==> src/pkg/flash_host_consts.svh <==
`ifndef FLASH_HOST_CONSTS_SVH
`define FLASH_HOST_CONSTS_SVH

// register port map
`define REG_CTRL 8'h00
`define REG_ADDR 8'h04
`define REG_WDATA 8'h08
`define REG_STATUS 8'h0c
`define REG_RDATA 8'h10

// ctrl fields and command codes
`define CTRL_BANK_LSB 4
`define CMD_READ 3'h0
`define CMD_RESET 3'h1
`define CMD_AUTOSEL 3'h2
`define CMD_QUERY 3'h3
`define CMD_WRITE 3'h4

// status fields
`define ST_BUSY 0
`define ST_READY 1
`define ST_NEED_RESET 2
`define ST_REFUSED 3
`define ST_SIG_ERR 4
`define ST_AUTOSEL_LSB 8
`define ST_QUERY_LSB 12
`define ST_SUSP_LSB 16

// flash geometry
`define FL_ADDR_W 22
`define FL_DATA_W 16
`define NUM_BANKS 4
`define BANK_LSB 20
`define TIMEOUT_BIT 5

// flash command words
`define FL_UNLOCK1_ADDR 22'h000555
`define FL_UNLOCK1_DATA 16'h00aa
`define FL_UNLOCK2_ADDR 22'h0002aa
`define FL_UNLOCK2_DATA 16'h0055
`define FL_AUTOSEL_DATA 16'h0090
`define FL_QUERY_ADDR 22'h000055
`define FL_QUERY_DATA 16'h0098
`define FL_RESET_DATA 16'h00f0
`define FL_SUSPEND_DATA 16'h00b0
`define FL_RESUME_DATA 16'h0030

// pin timing
`define CLK_PERIOD_NS 50
`define STEP_NS 100
`define STEP_CYCLES ((`STEP_NS + `CLK_PERIOD_NS - 1) / `CLK_PERIOD_NS)
`define STROBE_STEPS 2

`endif

==> src/pkg/flash_host_pkg.sv <==
`default_nettype none
package flash_host_pkg;
    typedef enum logic [2:0] {
        MODE_READ = 3'b001,
        MODE_AUTOSEL = 3'b010,
        MODE_QUERY = 3'b100
    } bank_mode_e;
    typedef enum logic [2:0] {
        SEQ_IDLE = 3'b001,
        SEQ_START = 3'b010,
        SEQ_WAIT = 3'b100
    } seq_state_e;
    typedef enum logic [3:0] {
        CYC_IDLE = 4'b0001,
        CYC_SETUP = 4'b0010,
        CYC_STROBE = 4'b0100,
        CYC_HOLD = 4'b1000
    } cyc_state_e;
endpackage
`default_nettype wire

==> src/design/flash_bus_cycle.sv <==
`include "flash_host_consts.svh"
`default_nettype none
module flash_bus_cycle
    import flash_host_pkg::*;
(
    // system
    input wire logic ref_clk_in,
    input wire logic resetn_in,
    // request
    input wire logic start_in,
    input wire logic write_in,
    input wire logic [`FL_ADDR_W-1:0] addr_in,
    input wire logic [`FL_DATA_W-1:0] wdata_in,
    output logic busy_out,
    output logic done_out,
    output logic [`FL_DATA_W-1:0] rdata_out,
    // flash pins
    output logic [`FL_ADDR_W-1:0] fl_addr_out,
    output logic fl_ce_n_out,
    output logic fl_we_n_out,
    output logic fl_oe_n_out,
    output logic [`FL_DATA_W-1:0] fl_dq_out,
    output logic fl_dq_oe_out,
    input wire logic [`FL_DATA_W-1:0] fl_dq_in
);
    localparam logic [1:0] STEP_LAST = 2'(`STEP_CYCLES - 1);
    localparam logic [1:0] STROBE_LAST = 2'(`STROBE_STEPS - 1);

    cyc_state_e state;
    logic [1:0] div;
    logic [1:0] nstep;
    logic is_write;
    logic [`FL_DATA_W-1:0] dq_s1;
    logic [`FL_DATA_W-1:0] dq_s2;
    logic [`FL_DATA_W-1:0] dq_s3;
    logic [`FL_DATA_W-1:0] dq_settled;
    wire step = (div == STEP_LAST);
    // value the settled word takes at this edge; the flop itself lags one
    wire [`FL_DATA_W-1:0] next_settled = (dq_s2 == dq_s3) ? dq_s3 : dq_settled;

    assign busy_out = (state != CYC_IDLE);
    assign done_out = (state == CYC_HOLD) && step;

    // divider restarts with each cycle so phase lengths are fixed
    always_ff @(posedge ref_clk_in or negedge resetn_in)
    begin
        if (!resetn_in)
            div <= 2'h0;
        else if (state == CYC_IDLE || step)
            div <= 2'h0;
        else
            div <= 2'(div + 2'h1);
    end

    always_ff @(posedge ref_clk_in or negedge resetn_in)
    begin
        if (!resetn_in)
        begin
            dq_s1 <= '0;
            dq_s2 <= '0;
            dq_s3 <= '0;
            dq_settled <= '0;
        end
        else
        begin
            dq_s1 <= fl_dq_in;
            dq_s2 <= dq_s1;
            dq_s3 <= dq_s2;
            dq_settled <= next_settled;
        end
    end

    always_ff @(posedge ref_clk_in or negedge resetn_in)
    begin
        if (!resetn_in)
        begin
            state <= CYC_IDLE;
            nstep <= 2'h0;
            is_write <= 1'b0;
            fl_addr_out <= '0;
            fl_dq_out <= '0;
            fl_dq_oe_out <= 1'b0;
            fl_ce_n_out <= 1'b1;
            fl_we_n_out <= 1'b1;
            fl_oe_n_out <= 1'b1;
            rdata_out <= '0;
        end
        else
        begin
            case (state)
                CYC_IDLE:
                    if (start_in)
                    begin
                        fl_addr_out <= addr_in;
                        fl_dq_out <= wdata_in;
                        fl_dq_oe_out <= write_in;
                        is_write <= write_in;
                        fl_ce_n_out <= 1'b0;
                        state <= CYC_SETUP;
                    end
                CYC_SETUP:
                    if (step)
                    begin
                        fl_we_n_out <= ~is_write;
                        fl_oe_n_out <= is_write;
                        nstep <= 2'h0;
                        state <= CYC_STROBE;
                    end
                CYC_STROBE:
                    if (step)
                    begin
                        if (nstep == STROBE_LAST)
                        begin
                            fl_we_n_out <= 1'b1;
                            fl_oe_n_out <= 1'b1;
                            // settled flop is one edge late at strobe end
                            if (!is_write)
                                rdata_out <= next_settled;
                            state <= CYC_HOLD;
                        end
                        else
                            nstep <= 2'(nstep + 2'h1);
                    end
                CYC_HOLD:
                    // data and address held past the strobe edge
                    if (step)
                    begin
                        fl_ce_n_out <= 1'b1;
                        fl_dq_oe_out <= 1'b0;
                        state <= CYC_IDLE;
                    end
                default:
                    state <= CYC_IDLE;
            endcase
        end
    end
endmodule // flash_bus_cycle
`default_nettype wire

==> src/design/flash_host_ctrl.sv <==
`include "flash_host_consts.svh"
`default_nettype none
module flash_host_ctrl
    import flash_host_pkg::*;
(
    // system
    input wire logic ref_clk_in,
    input wire logic resetn_in,
    // register port
    input wire logic [7:0] bus_addr_in,
    input wire logic [31:0] bus_wdata_in,
    input wire logic bus_wr_in,
    input wire logic bus_rd_in,
    output logic [31:0] bus_rdata_out,
    // flash pins
    output logic [`FL_ADDR_W-1:0] fl_addr_out,
    output logic fl_ce_n_out,
    output logic fl_we_n_out,
    output logic fl_oe_n_out,
    output logic [`FL_DATA_W-1:0] fl_dq_out,
    output logic fl_dq_oe_out,
    input wire logic [`FL_DATA_W-1:0] fl_dq_in,
    input wire logic fl_ready_in
);
    localparam int NB = `NUM_BANKS;

    seq_state_e seq;
    logic [2:0] cmd_q;
    logic [1:0] bank_q;
    logic [1:0] step_q;
    logic [`FL_ADDR_W-1:0] addr_reg;
    logic [`FL_DATA_W-1:0] wdata_reg;
    logic [`FL_DATA_W-1:0] rdata_reg;
    logic need_reset;
    logic refused;
    logic sig_err;
    logic rdy_s1;
    logic rdy_s2;
    logic rdy_s3;
    logic ready_q;
    logic [NB-1:0] auto_v;
    logic [NB-1:0] query_v;
    logic [NB-1:0] susp_v;

    // {write, address, data} of one bus cycle of a command
    function automatic logic [38:0] cmd_step(input logic [2:0] cmd,
        input logic [1:0] stp, input logic [1:0] bank,
        input logic [`FL_ADDR_W-1:0] a, input logic [`FL_DATA_W-1:0] d);
        logic [`FL_ADDR_W-1:0] bank_addr;
        bank_addr = `FL_UNLOCK1_ADDR | {bank, 20'h00000};
        case (cmd)
            `CMD_RESET: cmd_step = {1'b1, a, `FL_RESET_DATA};
            `CMD_QUERY: cmd_step = {1'b1, `FL_QUERY_ADDR, `FL_QUERY_DATA};
            `CMD_WRITE: cmd_step = {1'b1, a, d};
            `CMD_AUTOSEL:
                if (stp == 2'h0)
                    cmd_step = {1'b1, `FL_UNLOCK1_ADDR, `FL_UNLOCK1_DATA};
                else if (stp == 2'h1)
                    cmd_step = {1'b1, `FL_UNLOCK2_ADDR, `FL_UNLOCK2_DATA};
                else
                    cmd_step = {1'b1, bank_addr, `FL_AUTOSEL_DATA};
            default: cmd_step = {1'b0, a, 16'h0000};
        endcase
    endfunction

    // {check mask, expected word} of the extended query table
    function automatic logic [31:0] query_expect(input logic [7:0] off);
        case (off)
            8'h40: query_expect = {16'hffff, 16'h0050};
            8'h41: query_expect = {16'hffff, 16'h0052};
            8'h42: query_expect = {16'hffff, 16'h0049};
            8'h43: query_expect = {16'hffff, 16'h0031};
            8'h44: query_expect = {16'hffff, 16'h0033};
            8'h45: query_expect = {16'h0003, 16'h0000};
            8'h46: query_expect = {16'hffff, 16'h0002};
            8'h47: query_expect = {16'hffff, 16'h0001};
            8'h48: query_expect = {16'hffff, 16'h0001};
            8'h4a: query_expect = {16'hffff, 16'h0077};
            8'h4b: query_expect = {16'hffff, 16'h0000};
            8'h4c: query_expect = {16'hffff, 16'h0000};
            8'h4d: query_expect = {16'hffff, 16'h0085};
            8'h4e: query_expect = {16'hffff, 16'h0095};
            8'h4f: query_expect = {16'hffff, 16'h0001};
            8'h50: query_expect = {16'hffff, 16'h0001};
            8'h57: query_expect = {16'hffff, 16'h0004};
            8'h58: query_expect = {16'hffff, 16'h0017};
            8'h59: query_expect = {16'hffff, 16'h0030};
            8'h5a: query_expect = {16'hffff, 16'h0030};
            8'h5b: query_expect = {16'hffff, 16'h0017};
            default: query_expect = 32'h00000000;
        endcase
    endfunction

    // register decode
    wire wr_ctrl = bus_wr_in && bus_addr_in == `REG_CTRL;
    wire wr_addr = bus_wr_in && bus_addr_in == `REG_ADDR;
    wire wr_wdata = bus_wr_in && bus_addr_in == `REG_WDATA;
    wire wr_status = bus_wr_in && bus_addr_in == `REG_STATUS;
    wire [2:0] new_cmd = bus_wdata_in[2:0];
    wire [1:0] new_bank = bus_wdata_in[`CTRL_BANK_LSB +: 2];
    wire any_special = |(auto_v | query_v);

    // command acceptance
    wire cmd_ok = (seq == SEQ_IDLE) && (!need_reset || new_cmd == `CMD_RESET)
        && (new_cmd != `CMD_AUTOSEL
            || (ready_q && !auto_v[new_bank] && !query_v[new_bank]))
        && (new_cmd != `CMD_QUERY || (ready_q && query_v == '0))
        && (new_cmd != `CMD_WRITE || !any_special)
        && new_cmd <= `CMD_WRITE;
    wire go = wr_ctrl && cmd_ok;

    // bus cycle engine
    wire [38:0] cur = cmd_step(cmd_q, step_q, bank_q, addr_reg, wdata_reg);
    wire eng_write = cur[38];
    wire [`FL_ADDR_W-1:0] eng_addr = cur[37:16];
    wire [`FL_DATA_W-1:0] eng_wdata = cur[15:0];
    wire eng_start = (seq == SEQ_START);
    wire eng_done;
    wire [`FL_DATA_W-1:0] eng_rdata;
    wire [1:0] last_step = (cmd_q == `CMD_AUTOSEL) ? 2'h2 : 2'h0;
    wire seq_done = (seq == SEQ_WAIT) && eng_done && step_q == last_step;
    wire done_reset = seq_done && cmd_q == `CMD_RESET;
    wire done_autosel = seq_done && cmd_q == `CMD_AUTOSEL;
    wire done_query = seq_done && cmd_q == `CMD_QUERY;
    wire done_read = seq_done && cmd_q == `CMD_READ;
    wire done_write = seq_done && cmd_q == `CMD_WRITE;
    wire [1:0] addr_bank = addr_reg[`BANK_LSB +: 2];
    wire [31:0] qexp = query_expect(addr_reg[7:0]);
    wire q_bad = query_v[addr_bank] && addr_reg[`FL_ADDR_W-1:8] == '0
        && ((eng_rdata & qexp[31:16]) != qexp[15:0]);

    flash_bus_cycle u_cycle (
        .ref_clk_in(ref_clk_in),
        .resetn_in(resetn_in),
        .start_in(eng_start),
        .write_in(eng_write),
        .addr_in(eng_addr),
        .wdata_in(eng_wdata),
        .busy_out(),
        .done_out(eng_done),
        .rdata_out(eng_rdata),
        .fl_addr_out(fl_addr_out),
        .fl_ce_n_out(fl_ce_n_out),
        .fl_we_n_out(fl_we_n_out),
        .fl_oe_n_out(fl_oe_n_out),
        .fl_dq_out(fl_dq_out),
        .fl_dq_oe_out(fl_dq_oe_out),
        .fl_dq_in(fl_dq_in)
    );

    always_ff @(posedge ref_clk_in or negedge resetn_in)
    begin
        if (!resetn_in)
        begin
            rdy_s1 <= 1'b0;
            rdy_s2 <= 1'b0;
            rdy_s3 <= 1'b0;
            ready_q <= 1'b0;
        end
        else
        begin
            rdy_s1 <= fl_ready_in;
            rdy_s2 <= rdy_s1;
            rdy_s3 <= rdy_s2;
            if (rdy_s2 == rdy_s3)
                ready_q <= rdy_s3;
        end
    end

    always_ff @(posedge ref_clk_in or negedge resetn_in)
    begin
        if (!resetn_in)
        begin
            seq <= SEQ_IDLE;
            cmd_q <= `CMD_READ;
            bank_q <= 2'h0;
            step_q <= 2'h0;
        end
        else
        begin
            case (seq)
                SEQ_IDLE:
                    if (go)
                    begin
                        cmd_q <= new_cmd;
                        bank_q <= new_bank;
                        step_q <= 2'h0;
                        seq <= SEQ_START;
                    end
                SEQ_START:
                    seq <= SEQ_WAIT;
                SEQ_WAIT:
                    if (eng_done)
                    begin
                        step_q <= 2'(step_q + 2'h1);
                        seq <= (step_q == last_step) ? SEQ_IDLE : SEQ_START;
                    end
                default:
                    seq <= SEQ_IDLE;
            endcase
        end
    end

    always_ff @(posedge ref_clk_in or negedge resetn_in)
    begin
        if (!resetn_in)
        begin
            addr_reg <= '0;
            wdata_reg <= '0;
            rdata_reg <= '0;
            need_reset <= 1'b0;
            refused <= 1'b0;
            sig_err <= 1'b0;
        end
        else
        begin
            if (wr_addr)
                addr_reg <= bus_wdata_in[`FL_ADDR_W-1:0];
            if (wr_wdata)
                wdata_reg <= bus_wdata_in[`FL_DATA_W-1:0];
            if (done_read)
                rdata_reg <= eng_rdata;
            // timeout seen while busy blocks all but reset
            if (done_read && !ready_q && eng_rdata[`TIMEOUT_BIT])
                need_reset <= 1'b1;
            else if (done_reset)
                need_reset <= 1'b0;
            // sticky flags: a new event beats a clear
            if (wr_ctrl && !cmd_ok)
                refused <= 1'b1;
            else if (wr_status && bus_wdata_in[`ST_REFUSED])
                refused <= 1'b0;
            // signature and table check in query mode
            if (done_read && q_bad)
                sig_err <= 1'b1;
            else if (wr_status && bus_wdata_in[`ST_SIG_ERR])
                sig_err <= 1'b0;
        end
    end

    for (genvar b = 0; b < NB; b++)
    begin : g_bank
        bank_mode_e mode;
        logic prev_auto;
        assign auto_v[b] = (mode == MODE_AUTOSEL);
        assign query_v[b] = (mode == MODE_QUERY);
        always_ff @(posedge ref_clk_in or negedge resetn_in)
        begin
            if (!resetn_in)
            begin
                mode <= MODE_READ;
                prev_auto <= 1'b0;
                susp_v[b] <= 1'b0;
            end
            else
            begin
                // query exit goes back to autoselect if entered there
                if (done_reset)
                    mode <= (query_v[b] && prev_auto) ? MODE_AUTOSEL
                                                      : MODE_READ;
                else if (done_query)
                begin
                    prev_auto <= auto_v[b];
                    mode <= MODE_QUERY;
                end
                else if (done_autosel && bank_q == 2'(b))
                    mode <= MODE_AUTOSEL;
                // suspend survives reset, bank returns to suspend-read
                if (done_write && addr_bank == 2'(b))
                begin
                    if (wdata_reg == `FL_SUSPEND_DATA)
                        susp_v[b] <= 1'b1;
                    else if (wdata_reg == `FL_RESUME_DATA)
                        susp_v[b] <= 1'b0;
                end
            end
        end
    end

    wire [31:0] status_word = {12'h000, susp_v, query_v, auto_v, 3'h0,
        sig_err, refused, need_reset, ready_q, seq != SEQ_IDLE};
    wire [31:0] rd_mux =
        (bus_addr_in == `REG_ADDR) ? {10'h000, addr_reg} :
        (bus_addr_in == `REG_WDATA) ? {16'h0000, wdata_reg} :
        (bus_addr_in == `REG_STATUS) ? status_word :
        (bus_addr_in == `REG_RDATA) ? {16'h0000, rdata_reg} :
        (bus_addr_in == `REG_CTRL) ? {26'h0, bank_q, 1'b0, cmd_q} :
        32'h00000000;

    // read data stand only in the cycle after the strobe
    always_ff @(posedge ref_clk_in or negedge resetn_in)
    begin
        if (!resetn_in)
            bus_rdata_out <= 32'h00000000;
        else
            bus_rdata_out <= bus_rd_in ? rd_mux : 32'h00000000;
    end
endmodule // flash_host_ctrl
`default_nettype wire

==> config.mk <==
export PLATFORM = sky130hd
export DESIGN_NAME = flash_host_ctrl
export DESIGN_NICKNAME = d
export VERILOG_FILES = /design/src/pkg/flash_host_pkg.sv /design/src/design/flash_bus_cycle.sv /design/src/design/flash_host_ctrl.sv
export VERILOG_INCLUDE_DIRS = /design/src /design/src/pkg
export SDC_FILE = /design/constraint.sdc
export NUM_CORES = 1
export LEC_CHECK = 0
export ABC_CLOCK_PERIOD_IN_PS = 3000
export BUFFER_PORTS_ARGS = -buffer_cell sky130_fd_sc_hd__buf_2
export CAP_MARGIN = 0
export CELL_PAD_IN_SITES_DETAIL_PLACEMENT = 1
export CELL_PAD_IN_SITES_GLOBAL_PLACEMENT = 1
export CORE_MARGIN = 4
export CORE_UTILIZATION = 30
export DETAILED_ROUTE_END_ITERATION = 8
export PLACE_DENSITY = 0.53
export SYNTH_ARGS = -nofsm -noshare
export SYNTH_HDL_FRONTEND = slang
export SYNTH_SLANG_ARGS = --single-unit
==> constraint.sdc <==
create_clock -name ref_clk_in -period 3 [get_ports ref_clk_in]
set_input_delay 0 -clock ref_clk_in [delete_from_list [all_inputs] [get_ports ref_clk_in]]
set_output_delay 0 -clock ref_clk_in [all_outputs]
set_load 0.1 [all_outputs]
Word level (Yosys, flattened, before mapping)
Index checks and enable logic that the tools add are counted.
W data, S select, Z words.

word-level totals
  register bits after elaboration = 244
  output and inout port bits = 74

operators by class
  $add $sub $neg = 3
  $lt $le $gt $ge = 3
  equal/unequal tests = 72
  mux-type cells = 72
  bitwise operators = 4
  reductions and logical operators = 89

operators with widths
  operator               count
  $pmux W32 S15          1
  $eq A8 B7 Y1 const B   21
  $pmux W39 S4           1
  $mux W22               2
  $mux W3                14
  $logic_and A1 B1 Y1    41
  $mux W20               2
  $mux W39               1
  $mux W38               1
  $mux W16               2
  $mux W2                12
  $eq A3 B2 Y1 const B   7
  $mux W4                5
  $mux W1                19
  $eq A3 B3 Y1 const B   6
  $and A16 B16 Y16       1
  $eq A16 B16 Y1         1
  $eq A16 B6 Y1 const B  1
  $eq A16 B8 Y1 const B  1
  $eq A8 B4 Y1 const B   2
  $ne A16 B16 Y1         1
  $pmux W4 S4            1
  $reduce_and A2 Y1      8
  $logic_not A14 Y1      1
  39 further kinds       91

Logic depth before layout (Yosys ltp)
  depth after elaboration = 14
  depth in mapped cells = 8

Hierarchy
A second synthesis with hierarchy kept.

unflattened totals
  cell total of the unflattened synthesis = 911
  area, all modules = 10966.8 µm²

by module, submodules not included
  module           times used  cells each  area an instance (µm²)  seq. area each (µm²)
  flash_host_ctrl  1           624         6263.5                  2834.0
  flash_bus_cycle  1           287         4703.3                  3283.1

Worst setup path after synthesis
OpenSTA, ideal clock, no wires.

  path kind = reg-to-reg
  from = register g_bank[3].mode[0]
  to = register bank_q[0]
  library setup time = 0.125 ns
  arrival time = 1.992 ns
  setup slack = 0.883 ns
  cell stages (with the launch flop) = 7
  buffers on the path = 0
  clock period less this slack = 2.117 ns
  cell sequence = dfstp_2 nor3b_4 nor4_4 a311oi_1 a2111oi_4 nand4b_4 mux2_4

between the ends
  word-level cells in the longest chain between the ends = 13
  elaborated cells between the ends (all ways) = 24

RTL lines
  what                               RTL line                text
  start: declaration                 flash_host_ctrl.sv:243  bank_mode_e mode;
  start signal: assignment           flash_host_ctrl.sv:259  mode <= (query_v[b] && prev_auto) ? MODE_AUTOSEL
  $eq A3 B2 Y1                       flash_host_ctrl.sv:245  assign auto_v[b] = (mode == MODE_AUTOSEL);
  $bmux W1 S2                        flash_host_ctrl.sv:106  || (ready_q && !auto_v[new_bank] && !query_v[new_bank]))
  $mux W1 (implied by the code)      flash_host_ctrl.sv:106
  $logic_not A1 Y1                   flash_host_ctrl.sv:106
  $logic_and A1 B1 Y1 (2 in a row)   flash_host_ctrl.sv:106
  $logic_or A1 B1 Y1                 flash_host_ctrl.sv:105  && (new_cmd != `CMD_AUTOSEL
  $logic_and A1 B1 Y1 (2 in a row)   flash_host_ctrl.sv:104  wire cmd_ok = (seq == SEQ_IDLE) && (!need_reset || new_cmd == `CMD_RESET)
  $logic_and A1 B1 Y1 (*)            flash_host_ctrl.sv:104
  $logic_and A1 B1 Y1 (no line) (*)  -
  $logic_and A1 B1 Y1 (*)            flash_host_ctrl.sv:110  wire go = wr_ctrl && cmd_ok;
  $reduce_and A2 Y1 (no line) (*)    -
  end signal: assignment             flash_host_ctrl.sv:186  bank_q <= new_bank;
  end: declaration                   flash_host_ctrl.sv:29   logic [1:0] bank_q;

Mark *: on every way between the ends. The rest lies on a longest branch, timed or not. The select of a mux whose other input is x is not followed.
A chain may end at the register's enable or synchronous reset.

Final worst setup path
  from = register g_bank[1].mode[2]
  to = register refused

between the ends
  word-level cells in the longest chain between the ends = 14
  elaborated cells between the ends (all ways) = 26

RTL lines
  what                                                  RTL line                text
  start: declaration                                    flash_host_ctrl.sv:243
  start signal: assignment                              flash_host_ctrl.sv:259
  $eq A3 B2 Y1                                          flash_host_ctrl.sv:245
  $bmux W1 S2                                           flash_host_ctrl.sv:106
  $mux W1 (implied by the code)                         flash_host_ctrl.sv:106
  $logic_not A1 Y1                                      flash_host_ctrl.sv:106
  $logic_and A1 B1 Y1 (2 in a row)                      flash_host_ctrl.sv:106
  $logic_or A1 B1 Y1                                    flash_host_ctrl.sv:105
  $logic_and A1 B1 Y1 (2 in a row)                      flash_host_ctrl.sv:104
  $logic_and A1 B1 Y1 (*)                               flash_host_ctrl.sv:104
  $logic_and A1 B1 Y1 (no line) (*)                     -
  $logic_not A1 Y1 (*)                                  flash_host_ctrl.sv:229  if (wr_ctrl && !cmd_ok)
  $logic_and A1 B1 Y1 (*)                               flash_host_ctrl.sv:229
  $mux W1 / $reduce_bool A2 Y1 (equally long branches)  -
  end signal: assignment                                flash_host_ctrl.sv:212  refused <= 1'b0;
  end signal: assignment                                flash_host_ctrl.sv:230  refused <= 1'b1;
  end signal: assignment                                flash_host_ctrl.sv:232  refused <= 1'b0;
  end: declaration                                      flash_host_ctrl.sv:35   logic refused;

Marks and branches as above.

==> flow_metrics.env <==
export IMPL_finalCriticalPeriod_ns=2.50
export IMPL_viasPerCell=4.88
export IMPL_finalWeightedCongestion=0.791
export IMPL_power_density_nw_per_um2=575
export IMPL_dieArea_um2=38800
export IMPL_unrepaired_setup_endpoints_after_global_routing="false"
export IMPL_post_place_cells=1494
export IMPL_worstHoldPathType="input port to async pin"
export IMPL_grtUsageTotal_pct=16.2
export IMPL_floorplan_initialDensity_pct=30.7
export IMPL_post_synth_top_area_fraction_pct=54.8
export IMPL_clk_insertion_delay_late_ns=0.54
export IMPL_layout_area_overhead_vs_synth_pct=24.8
export IMPL_fin_total_pwr_mw=7.70
export IMPL_synth_largest_area_cell="sky130_fd_sc_hd__dfrtp_1"
export IMPL_power_switching_mw=1.71
export IMPL_route_vias_total=7767
export IMPL_max_slew_margin_pct=19.5
export IMPL_netlist_top_cells_area="sky130_fd_sc_hd__dfrtp_1 (55%), sky130_fd_sc_hd__mux2_2 (8.8%), sky130_fd_sc_hd__nand2_1 (4.2%)"
export IMPL_finalWirelength_um=31400
export IMPL_max_freq_mhz=400
export IMPL_tritoncts_clock_tree="yes"
export IMPL_place_hpwl_um=22800
export IMPL_placementRows=68
export IMPL_worst_slew_pin_transition_ns=1.20
export IMPL_leading_cell_type_in_the_layout_fill_and_taps_excluded="sky130_fd_sc_hd__dfrtp_1"
export IMPL_number_of_buffers_created_by_cts=28
export IMPL_power_share_switching_pct=22.3
export IMPL_ratio_of_cells_with_drive_above_1_in_the_final_layout_pct=27.0
export IMPL_netlist_instances=946
export IMPL_setup_violations=0
export IMPL_clock_path_buffers=3
export IMPL_worst_r2r_cell_count=6
export IMPL_detail_route_antenna_nets=0
export IMPL_yosys_register_bits=244
export IMPL_worst_clock_skew_ns=0.0121
export IMPL_critical_path_arrival_ns=2.97
export IMPL_setup_reg_to_reg_worst_slack_ns=0.50
export IMPL_p_int_mw=5.99
export IMPL_number_of_antenna_violations_at_the_first_check_in_global_routing=2
export IMPL_drt_pre_antenna_iters=4
export IMPL_max_cap_violations=0
export IMPL_synthArstFlopShare_pct=100
export IMPL_critPathKind="flop to flop"
export IMPL_boundaryPins=135
export IMPL_report_final_hold_viol_count=0
export IMPL_sequential_element_share_of_the_synthesized_area_pct=57.0
export IMPL_drtIter0Drc=437
export IMPL_buffer_type_at_the_clock_tree_root="sky130_fd_sc_hd__clkbuf_16"
export IMPL_clkTransAtPathRegs_ns=0.06
export IMPL_timing_setup_tns_ns=0
export IMPL_layout_cells_non_filler=1592
export IMPL_crit_reg2reg_capture="refused$_DFFE_PN0P_"
export IMPL_clkSinkCount=244
export IMPL_static_leakage_power_nw=6.35
export IMPL_io_buffers=114
export IMPL_routedWlPerCell_um=19.7
export IMPL_first_global_vias=8274
export IMPL_slew_violations=0
export IMPL_grt_remaining_overflow=0
export IMPL_drc_errors=0
export IMPL_critPathMaxFanout=4
export IMPL_die_w_um=197
export IMPL_worst_setup_path_start_kind="flop"
export IMPL_post_cts_buffers=0
export IMPL_commonest_register_cell_after_synthesis="sky130_fd_sc_hd__dfrtp_1"
export IMPL_grt_max_degree=96
export IMPL_grt_pass1_wl_um=50000
export IMPL_leading_cell_types_in_the_layout_fill_and_taps_excluded="sky130_fd_sc_hd__dfrtp_1 (235), sky130_fd_sc_hd__nand2_1 (120), sky130_fd_sc_hd__buf_2 (113)"
export IMPL_timing_critical_path_to_type="flop"
export IMPL_p_comb_share_pct=5.5
export IMPL_critPathCapture="refused$_DFFE_PN0P_"
export IMPL_final_period_utilization_pct=83.4
export IMPL_synth_edf_count=0
export IMPL_cts_repair_resized=0
export IMPL_sequential_power_share_pct=44.6
export IMPL_count_of_distinct_cell_types_in_the_synthesized_netlist=74
export IMPL_power_share_clock_pct=50.0
export IMPL_cts_hold_repair_buffers=45
export IMPL_worstSetupStartpoint="g_bank[1].mode[2]$_DFFE_PN0P_"
export IMPL_htree_levels=1
export IMPL_run_status="complete, no violations"
export IMPL_fp_coreArea_um2=34900
export IMPL_worstReg2RegStart="g_bank[1].mode[2]$_DFFE_PN0P_"
export IMPL_vdd_drop_max_v=0.000362
export IMPL_mappedNetlistArea_um2=10700
export IMPL_synthesis_area_per_instance_um2=11.3
export IMPL_ys_warnings_count=0
export IMPL_die_height_um=197
export IMPL_count_of_nets_after_finishing=1180
export IMPL_cp_required_ns=3.47
export IMPL_final_util_pct=38.4
==> area by class of cell <==
type | count | area, µm²
Clock inverter | 10 | 200
Sequential cell | 244 | 6120
Clock buffer | 42 | 855
Multi-Input combinational cell | 637 | 4320
Fill cell | 3843 | 21500
Timing Repair Buffer | 186 | 1260
Tap cell | 455 | 569
Inverter | 17 | 63.8
Antenna cell | 1 | 2.50
==> worst max-delay path, stage by stage, from the launching register on <==
cell	delay, ns
sky130_fd_sc_hd__dfrtp_1	0.42
sky130_fd_sc_hd__or3b_2	0.49
sky130_fd_sc_hd__and3_1	0.21
sky130_fd_sc_hd__a41oi_1	0.30
sky130_fd_sc_hd__a2111oi_4	0.10
sky130_fd_sc_hd__o41ai_1	0.30
sky130_fd_sc_hd__dlygate4sd3_1	0.61
==> logic make-up after synthesis <==
logic type	Yosys count	share of synthesized area, %
AO/OA/AOI/OAI	205	12.2
XOR/XNOR	24	1.96
adder cells (fa/ha/maj)	6	0.677
buffers and inverters	74	3.04
flip-flops	244	57.0
multiplexers	105	11.0
other	1	0.0350
AND/OR/NAND/NOR	287	14.1
==> metrics by stage <==
| step | hold slack [ns] | setup slack [ns] | instance area (µm²) |
|---|---|---|---|
| CTS | 0.0689 | 0.595 | 13400 |
| finish | 0.0652 | 0.498 | 13400 |
| detailed placement | 0.0956 | 0.635 | 11900 |
| global route | 0.0876 | 0.338 | 13400 |
| global placement | 0.0925 | 0.661 | 11900 |
| floorplan | -0.296 | 0.883 | 10800 |
==> layer usage <==
metal  GRT usage, %  routed length, µm
met5              0                  0
met4           3.21                531
met3           2.11               1590
met2           27.2              14900
met1           22.7              14300
==> cells in the mapped netlist, types with 8 or more instances <==
master and count:
sky130_fd_sc_hd__dfstp_2 9, sky130_fd_sc_hd__buf_2 9, sky130_fd_sc_hd__mux2_2 84, sky130_fd_sc_hd__nor2_1 39
sky130_fd_sc_hd__nor2b_1 21, sky130_fd_sc_hd__a21oi_1 41, sky130_fd_sc_hd__xnor2_1 8, sky130_fd_sc_hd__nand3_1 15
sky130_fd_sc_hd__nor4_1 15, sky130_fd_sc_hd__inv_1 17, sky130_fd_sc_hd__o22ai_1 8, sky130_fd_sc_hd__mux2i_1 15
sky130_fd_sc_hd__nand2_1 121, sky130_fd_sc_hd__nor3b_1 9, sky130_fd_sc_hd__clkbuf_1 35, sky130_fd_sc_hd__nand2b_1 13
sky130_fd_sc_hd__a21o_1 12, sky130_fd_sc_hd__o21ai_0 79, sky130_fd_sc_hd__a21boi_0 9, sky130_fd_sc_hd__buf_4 10
sky130_fd_sc_hd__xor2_1 16, sky130_fd_sc_hd__dfrtp_1 235, sky130_fd_sc_hd__nor3_1 10
==> how the worst min path moves through the flow <==
stage	startpoint	end	slack [ns]	cells past startpoint
detailed placement	resetn_in	u_cycle.fl_dq_out[14]$_DFFE_PN0P_	0.1	1
finish	resetn_in	u_cycle.fl_dq_out[14]$_DFFE_PN0P_	0.07	2
global placement	resetn_in	u_cycle.fl_dq_out[14]$_DFFE_PN0P_	0.09	1
CTS	fl_dq_in[8]	u_cycle.dq_s1[8]$_DFF_PN0_	0.07	2
global route	fl_dq_in[8]	u_cycle.dq_s1[8]$_DFF_PN0_	0.09	2
floorplan	resetn_in	addr_reg[0]$_DFFE_PN0P_	-0.30	0
==> power groups by stage <==
stage | sequential [mW] | clock, mW | combinational, mW
2_1_floorplan | 3.45 | 0 | 0.226
3_3_place_gp | 3.49 | 0 | 0.382
3_5_place_dp | 3.49 | 0 | 0.384
4_1_cts | 3.43 | 3.96 | 0.432
5_1_grt | 3.44 | 4.11 | 0.470
6_report | 3.43 | 3.85 | 0.423
(Power assumes the default switching activity.)
